==> src/pkg/pgo_pkg.sv <==
// constants for the per-channel gain and offset register bank
package pgo_pkg;
   localparam int ADDR_W     = 8;
   localparam int DATA_W     = 16;
   localparam int SAMPLE_W   = 14;
   localparam int CHAN_COUNT = 3;
   localparam int GAIN_W     = 5;
   localparam int SHIFT_W    = 10;
   localparam int LUT_W      = 16;
   localparam int GAIN_FRAC  = 12;
   localparam int PROD_W     = SAMPLE_W + LUT_W + 1;
   localparam int GAIN_STEP_MILLIDB = 200;

   // register offsets
   localparam logic [ADDR_W-1:0] ADDR_CTRL3               = 8'h03;
   localparam logic [ADDR_W-1:0] ADDR_CHAN1_GAIN_OFFSET   = 8'h0d;
   localparam logic [ADDR_W-1:0] ADDR_CHAN1_OFFSET_MIRROR = 8'h0e;
   localparam logic [ADDR_W-1:0] ADDR_CHAN2_GAIN_OFFSET   = 8'h0f;
   localparam logic [ADDR_W-1:0] ADDR_CHAN2_OFFSET_MIRROR = 8'h10;
   localparam logic [ADDR_W-1:0] ADDR_CHAN3_GAIN_OFFSET   = 8'h11;
   localparam logic [ADDR_W-1:0] ADDR_CHAN3_OFFSET_MIRROR = 8'h12;
   localparam logic [ADDR_W-1:0] ADDR_MIRROR_STATUS       = 8'h30;

   // field positions
   localparam int SCALE_EN_BIT = 12;
   localparam int SHIFT_EN_BIT = 8;
   localparam int GAIN_MSB     = 15;
   localparam int GAIN_LSB     = 11;
   localparam int SHIFT_MSB    = 9;
   localparam int SHIFT_LSB    = 0;

   // reset values
   localparam logic [GAIN_W-1:0]   GAIN_RESET  = 5'h00;
   localparam logic [SHIFT_W-1:0]  SHIFT_RESET = 10'h000;
   localparam logic [DATA_W-1:0]   WORD_ZERO   = 16'h0000;
   localparam logic [SAMPLE_W-1:0] SAMPLE_ZERO = 14'h0000;

   // sample limits and unity gain
   localparam logic signed [SAMPLE_W-1:0] SAMPLE_MAX = 14'sh1fff;
   localparam logic signed [SAMPLE_W-1:0] SAMPLE_MIN = 14'sh2000;
   localparam logic [LUT_W-1:0]           GAIN_UNITY = 16'h1000;
endpackage
==> src/logic/pgo_chan_path.sv <==
// one channel's digital gain and offset sample path
module pgo_chan_path
   import pgo_pkg::*;
(
   // clock and reset
   input  wire logic                clk,
   input  wire logic                rst_b,
   // settings
   input  wire logic                scaleEnable,
   input  wire logic                shiftEnable,
   input  wire logic [GAIN_W-1:0]   gainCode,
   input  wire logic [SHIFT_W-1:0]  dcShift,
   // samples
   input  wire logic [SAMPLE_W-1:0] sampleIn,
   input  wire logic                sampleValid,
   output logic      [SAMPLE_W-1:0] sampleOut
);
   // gain factors 10^(n*0.2/20) in 4.12 fixed point
   localparam logic [LUT_W-1:0] GAIN_LUT [2**GAIN_W] = '{
      16'h1000, 16'h105f, 16'h10c1, 16'h1125, 16'h118b, 16'h11f4, 16'h125f, 16'h12cc,
      16'h133c, 16'h13af, 16'h1425, 16'h149d, 16'h1518, 16'h1595, 16'h1616, 16'h169a,
      16'h1720, 16'h17aa, 16'h1838, 16'h18c8, 16'h195c, 16'h19f3, 16'h1a8e, 16'h1b2c,
      16'h1bce, 16'h1c74, 16'h1d1d, 16'h1dcb, 16'h1e7d, 16'h1f32, 16'h1fed, 16'h20ab};

   logic        [LUT_W-1:0]    gainFactor;
   logic signed [PROD_W-1:0]   product;
   logic signed [PROD_W-1:0]   scaled;
   logic signed [PROD_W-1:0]   shiftTerm;
   logic signed [PROD_W-1:0]   sum;
   logic        [SAMPLE_W-1:0] sampleOut_next;
   logic        [SAMPLE_W-1:0] sampleOut_reg;

   assign gainFactor = scaleEnable ? GAIN_LUT[gainCode] : GAIN_UNITY;
   assign product    = $signed(sampleIn) * $signed({1'b0, gainFactor});
   assign scaled     = product >>> GAIN_FRAC;
   assign shiftTerm  = shiftEnable ? PROD_W'($signed(dcShift)) : '0;
   assign sum        = scaled + shiftTerm;
   assign sampleOut_next = (sum > PROD_W'(SAMPLE_MAX)) ? SAMPLE_MAX :
                           (sum < PROD_W'(SAMPLE_MIN)) ? SAMPLE_MIN :
                           sum[SAMPLE_W-1:0];

   always_ff @(posedge clk)
   begin
      if (!rst_b)
         sampleOut_reg <= SAMPLE_ZERO;
      else if (sampleValid)
         sampleOut_reg <= sampleOut_next;
   end

   assign sampleOut = sampleOut_reg;

   // checks
   localparam logic [GAIN_W-1:0]   CHK_CODE   = 5'h05;
   localparam logic [SAMPLE_W-1:0] CHK_IN     = 14'h0400;
   localparam logic [SAMPLE_W-1:0] CHK_OUT    = 14'h047d;
   localparam logic [SHIFT_W-1:0]  CHK_MINUS1 = 10'h3ff;
endmodule

==> src/logic/pgo_regs.sv <==
// per-channel gain and offset register bank with sample path
//
// Design decision made here: the strobed register port.
module pgo_regs
   import pgo_pkg::*;
(
   // clock and reset
   input  wire logic                                clk,
   input  wire logic                                rst_b,
   // register port
   input  wire logic [ADDR_W-1:0]                   regAddr,
   input  wire logic [DATA_W-1:0]                   regWrData,
   input  wire logic                                regWrStrobe,
   input  wire logic                                regRdStrobe,
   output logic      [DATA_W-1:0]                   regRdData,
   // samples in
   input  wire logic [CHAN_COUNT-1:0][SAMPLE_W-1:0] sampleIn,
   input  wire logic                                sampleInValid,
   // samples out
   output logic      [CHAN_COUNT-1:0][SAMPLE_W-1:0] sampleOut,
   output logic                                     sampleOutValid,
   // status
   output logic                                     sampleScaleEnable,
   output logic                                     sampleShiftEnable,
   output logic      [CHAN_COUNT-1:0]               mirrorMismatch
);
   localparam logic [ADDR_W-1:0] GAIN_OFFSET_ADDR [CHAN_COUNT] = '{
      ADDR_CHAN1_GAIN_OFFSET, ADDR_CHAN2_GAIN_OFFSET, ADDR_CHAN3_GAIN_OFFSET};
   localparam logic [ADDR_W-1:0] OFFSET_MIRROR_ADDR [CHAN_COUNT] = '{
      ADDR_CHAN1_OFFSET_MIRROR, ADDR_CHAN2_OFFSET_MIRROR, ADDR_CHAN3_OFFSET_MIRROR};

   function automatic logic [DATA_W-1:0] packGainOffset(
      input logic [GAIN_W-1:0]  g,
      input logic [SHIFT_W-1:0] s);
      logic [DATA_W-1:0] w;
      w = WORD_ZERO;
      w[GAIN_MSB:GAIN_LSB]   = g;
      w[SHIFT_MSB:SHIFT_LSB] = s;
      return w;
   endfunction

   function automatic logic hit(
      input logic              strobe,
      input logic [ADDR_W-1:0] a,
      input logic [ADDR_W-1:0] target);
      return strobe && (a == target);
   endfunction

   logic                  scaleEnable_reg;
   logic                  shiftEnable_reg;
   logic [GAIN_W-1:0]     gainCode_reg [CHAN_COUNT];
   logic [SHIFT_W-1:0]    dcShift_reg [CHAN_COUNT];
   logic [SHIFT_W-1:0]    shiftMirror_reg [CHAN_COUNT];
   logic [CHAN_COUNT-1:0] mismatch_reg;
   logic [CHAN_COUNT-1:0] mismatch_next;
   logic                  outValid_reg;
   logic [DATA_W-1:0]     rdData_reg;
   logic [DATA_W-1:0]     rdData_next;
   logic [DATA_W-1:0]     chanRead [CHAN_COUNT];
   logic [DATA_W-1:0]     ctrlRead;
   logic [DATA_W-1:0]     statusRead;
   logic                  ctrlWrite;

   // control register 3 enables
   assign ctrlWrite = hit(regWrStrobe, regAddr, ADDR_CTRL3);

   always_ff @(posedge clk)
   begin
      if (!rst_b)
      begin
         scaleEnable_reg <= 1'b0;
         shiftEnable_reg <= 1'b0;
      end
      else if (ctrlWrite)
      begin
         scaleEnable_reg <= regWrData[SCALE_EN_BIT];
         shiftEnable_reg <= regWrData[SHIFT_EN_BIT];
      end
   end

   // per-channel registers and sample path
   for (genvar c = 0; c < CHAN_COUNT; c++)
   begin : g_chan
      logic gainWrite;
      logic mirrorWrite;

      assign gainWrite   = hit(regWrStrobe, regAddr, GAIN_OFFSET_ADDR[c]);
      assign mirrorWrite = hit(regWrStrobe, regAddr, OFFSET_MIRROR_ADDR[c]);

      always_ff @(posedge clk)
      begin
         if (!rst_b)
         begin
            gainCode_reg[c]    <= GAIN_RESET;
            dcShift_reg[c]     <= SHIFT_RESET;
            shiftMirror_reg[c] <= SHIFT_RESET;
         end
         else
         begin
            if (gainWrite)
            begin
               gainCode_reg[c] <= regWrData[GAIN_MSB:GAIN_LSB];
               dcShift_reg[c]  <= regWrData[SHIFT_MSB:SHIFT_LSB];
            end
            if (mirrorWrite)
               shiftMirror_reg[c] <= regWrData[SHIFT_MSB:SHIFT_LSB];
         end
      end

      assign mismatch_next[c] = dcShift_reg[c] != shiftMirror_reg[c];

      // reads of either register of this channel; reserved bits return zero
      assign chanRead[c] =
         (regAddr == GAIN_OFFSET_ADDR[c]) ? packGainOffset(gainCode_reg[c], dcShift_reg[c]) :
         (regAddr == OFFSET_MIRROR_ADDR[c]) ? packGainOffset(GAIN_RESET, shiftMirror_reg[c]) :
         WORD_ZERO;

      pgo_chan_path u_path (
         .clk         (clk),
         .rst_b       (rst_b),
         .scaleEnable (scaleEnable_reg),
         .shiftEnable (shiftEnable_reg),
         .gainCode    (gainCode_reg[c]),
         .dcShift     (dcShift_reg[c]),
         .sampleIn    (sampleIn[c]),
         .sampleValid (sampleInValid),
         .sampleOut   (sampleOut[c])
      );
   end

   // read data, one cycle after the strobe, zero for unmapped addresses
   assign ctrlRead   = (regAddr == ADDR_CTRL3) ?
                       ((DATA_W'(scaleEnable_reg) << SCALE_EN_BIT) |
                        (DATA_W'(shiftEnable_reg) << SHIFT_EN_BIT)) : WORD_ZERO;
   assign statusRead = (regAddr == ADDR_MIRROR_STATUS) ? DATA_W'(mismatch_reg) : WORD_ZERO;

   always_comb
   begin
      rdData_next = ctrlRead | statusRead;
      for (int c = 0; c < CHAN_COUNT; c++)
         rdData_next = rdData_next | chanRead[c];
   end

   always_ff @(posedge clk)
   begin
      if (!rst_b)
      begin
         rdData_reg   <= WORD_ZERO;
         mismatch_reg <= '0;
         outValid_reg <= 1'b0;
      end
      else
      begin
         rdData_reg   <= regRdStrobe ? rdData_next : WORD_ZERO;
         mismatch_reg <= mismatch_next;
         outValid_reg <= sampleInValid;
      end
   end

   assign regRdData         = rdData_reg;
   assign sampleOutValid    = outValid_reg;
   assign sampleScaleEnable = scaleEnable_reg;
   assign sampleShiftEnable = shiftEnable_reg;
   assign mirrorMismatch    = mismatch_reg;

   // checks
   localparam logic [DATA_W-1:0] CHK_ONES        = 16'hffff;
   localparam logic [DATA_W-1:0] CHK_MIRROR_READ = 16'h03ff;

   logic [GAIN_W-1:0] wrGainField;
   assign wrGainField = regWrData[GAIN_MSB:GAIN_LSB];
endmodule

==> config.mk <==
export PLATFORM = sky130hd
export DESIGN_NAME = pgo_regs
export DESIGN_NICKNAME = d
export VERILOG_FILES = /design/src/pkg/pgo_pkg.sv /design/src/logic/pgo_chan_path.sv /design/src/logic/pgo_regs.sv
export SDC_FILE = /design/constraint.sdc
export NUM_CORES = 2
export LEC_CHECK = 0
export BUFFER_PORTS_ARGS = -buffer_cell sky130_fd_sc_hd__clkbuf_2
export CORE_MARGIN = 2
export CORE_UTILIZATION = 40
export DETAILED_ROUTE_END_ITERATION = 12
export PLACE_DENSITY = 0.58
export SETUP_SLACK_MARGIN = 0.15
export SLEW_MARGIN = 5
export SYNTH_ARGS = -nofsm -noshare
export SYNTH_HDL_FRONTEND = slang
export SYNTH_HIERARCHICAL = 1
export SYNTH_SLANG_ARGS = --single-unit
==> constraint.sdc <==
create_clock -name clk -period 12.2 [get_ports clk]
set_input_delay 1.22 -clock clk [delete_from_list [all_inputs] [get_ports clk]]
set_output_delay 1.22 -clock clk [all_outputs]
set_load 0.05 [all_outputs]
==> flow_metrics.tcl <==
set metrics [dict create \
    met1_length_um 39000 \
    ant_nets 0 \
    hold_viol 0 \
    netlist_area_sq_mm 0.0317 \
    holdBufCountCts 0 \
    clock.fmax_ghz 0.0905 \
    wl_per_cell_um 17.9 \
    fin_skew_ns 0.0184 \
    avgViaCountPerCell 5.31 \
    setup_ws_ns 1.15 \
    ys_seq_area_frac 0.111 \
    slowest_delay_ns 0.65 \
    power.density_mw_per_mm2 55.0 \
    grt_use_total 0.212 \
    grt_pass1_vias 25300 \
    final_cell_mix "inv_1, ha_1, fa_1" \
    start_util 0.403 \
    setup_viol 0 \
    dr_wl_met2_um 38600 \
    outcome "completed" \
    cts_max_level 4 \
    overflow 0 \
    portBuffers 132 \
    post_cts_buffers 0 \
    place_hpwl_um 66300 \
    design.core.area_sq_mm 0.0787 \
    ys_ff_latch 138 \
    critPathCaptureType "flip-flop" \
    syn2layout_area_growth_pct 7.27 \
    numCtsBuffers 17 \
    num-fill-cells 7862 \
    ys_types 104 \
    synth_area_leaders "fa_1, ha_1, edfxtp_1, and2_1, inv_1" \
    fin_nets 4555 \
    arrival_ns 11.47 \
    final_common_cell "inv_1" \
    critPathLaunchType "flip-flop" \
    avgSynthCellArea_sq_um 8.85 \
    largest_reg_flops 42 \
    tritoncts "done" \
    worst_hold_path_type "flip-flop to flip-flop" \
    pwr-share-seq 0.293 \
    grt_pass1_wl_um 138000 \
    cap_violations 0 \
    synth_edf_count 75 \
    relSlewSlack 0.229 \
    first_iter_violations 1309 \
    clock_path_buffers 2 \
    path_class "flip-flop to flip-flop" \
    period_share 0.906 \
    first_pass_iters 5 \
    path_max_fanout 12 \
    drive_gt1_frac 0.0800 \
    cts_sinks 138 \
    syn_inst 3582 \
    critPathRequiredTime_ns 12.61 \
    gp_congestion 0.863 \
    async_reset_ff_frac 0 \
    p_sw_w 0.000786 \
    vias 24900 \
    rsz0062_at_grt "false" \
    dieArea_sq_mm 0.0815 \
    preCtsSetupSlack_ns 1.23 \
    power_leakage_nw 17.1 \
    die_x_um 285 \
    cts-resized-gates 0 \
    period_minus_slack_ns 11.05 \
    swShare 0.420 \
    fin_tns_setup_ns 0 \
    maxSlewViolCount 0 \
    root_buffer "clkbuf_16" \
    vdd_drop_max_mv 0.121 \
    highest_layer "met5" \
    routed_wl_um 84200 \
    clock_power_share 0.287 \
    grt_max_degree 58 \
    combPwrFrac 0.420 \
    io_pins 135 \
    cp_slowest_cell "edfxtp_1" \
    yosysWarnings 6 \
    p_int_w 0.00108 \
    insertion_delay_ns 0.48 \
    routed-wl-met3_um 4850 \
    yosysTopAreaCell "fa_1" \
    worst_pin_slew_ns 1.14 \
    rows 103 \
    syn-num-nets 4511 \
    drcViolationCount 0 \
    antenna_found_initial 15 \
    ys.flop_type "edfxtp_1" \
    netlist.area_leader.share 0.269 \
    clk_pin_slew_ns 0.07 \
    crit_top_cell "fa_1" \
    fp.dieH_um 285 \
]
==> cell usage after synthesis (11+ instances only) <==
| cell | number |
|---|---|
| a22oi_1 | 15 |
| fa_1 | 426 |
| ha_1 | 432 |
| o211ai_1 | 28 |
| and2_1 | 352 |
| o21ai_0 | 133 |
| nand3_1 | 30 |
| xor2_1 | 37 |
| nand2b_1 | 44 |
| dfxtp_1 | 63 |
| nand2_1 | 364 |
| o221ai_1 | 13 |
| a211oi_1 | 24 |
| nor3_1 | 36 |
| o21ai_1 | 11 |
| a31oi_1 | 24 |
| a21oi_1 | 134 |
| mux2i_1 | 21 |
| clkbuf_1 | 132 |
| edfxtp_1 | 75 |
| nand4_1 | 22 |
| and3_1 | 101 |
| inv_1 | 497 |
| o21a_1 | 15 |
| nor2_1 | 160 |
| xnor2_1 | 82 |
| nor2b_1 | 30 |
| a21o_1 | 35 |
==> critical path: cells and delay by family (launching register included) <==
kind	cells	cell delay, ns
buf+inv	4	0.62
simple gates	6	1.50
mux	1	0.46
xor+xnor	2	0.33
compound gates	13	3.12
fa+ha+maj	9	4.33
flops	1	0.65
==> per-layer routing <==
metal  vias to the layer above  global-route usage
met4                        22              0.0470
met2                       537               0.342
li1                      11900                   -
met3                       114              0.0407
met1                     12300               0.296
met5                         -                   0
==> worst paths after layout <==
kind / from / end / slack, ns / cells past startpoint
setup / recovery: gainCode_reg[0][1] / g_chan[0].u_path/sampleOut[1] / 1.15 / 35
hold / removal: mirrorMismatch[1] / regRdData[1] / 0.47 / 2
setup reg to reg: gainCode_reg[0][1] / g_chan[0].u_path/sampleOut[1] / 1.15 / 35
hold reg to reg: mirrorMismatch[1] / regRdData[1] / 0.47 / 2
==> kinds of logic after synthesis <==
| family | Yosys count | share of synthesized area |
|---|---|---|
| other cells | 1 | 0.000118 |
| buf+inv | 658 | 0.0803 |
| flops | 138 | 0.111 |
| fa+ha+maj | 858 | 0.440 |
| simple gates | 1197 | 0.196 |
| xor+xnor | 119 | 0.0329 |
| mux | 36 | 0.0141 |
| compound gates | 575 | 0.126 |
==> power by group through the flow <==
stage                     Sequential, W  Combinational [W]  Clock, W
after floorplan                0.000594           0.000526         0
after global placement         0.000558           0.000783         0
after detailed placement       0.000558           0.000782         0
after CTS                      0.000548           0.000790  0.000548
after global routing           0.000551           0.000878  0.000564
final                          0.000548           0.000785  0.000536
==> metrics by stage <==
stage | util | std cells | cell area, sq um | hold WS (ns) | total power, W
after floorplan | - | 3582 | 31700 | 0.552 | 0.00112
after global placement | 0.424 | 4657 | 33400 | 0.453 | 0.00134
after detailed placement | 0.424 | 4657 | 33400 | 0.463 | 0.00134
after CTS | 0.432 | 4689 | 34000 | 0.471 | 0.00189
after global routing | 0.432 | 4691 | 34000 | 0.505 | 0.00199
final | 0.432 | 4694 | 34000 | 0.467 | 0.00187
==> area by class of cell <==
| class | instances | area, sq um | area share |
|---|---|---|---|
| well taps | 1050 | 1310 | 0.0386 |
| diodes | 5 | 12.5 | 0.000368 |
| clock buffers | 17 | 425 | 0.0125 |
| inverters | 501 | 1880 | 0.0553 |
| repair buffers | 182 | 1040 | 0.0305 |
| clock inverters | 15 | 173 | 0.00508 |
| multi-input cells | 2786 | 25600 | 0.754 |
| flip-flops and latches | 138 | 3520 | 0.103 |
Note: power is estimated with default switching activity, not from simulation.
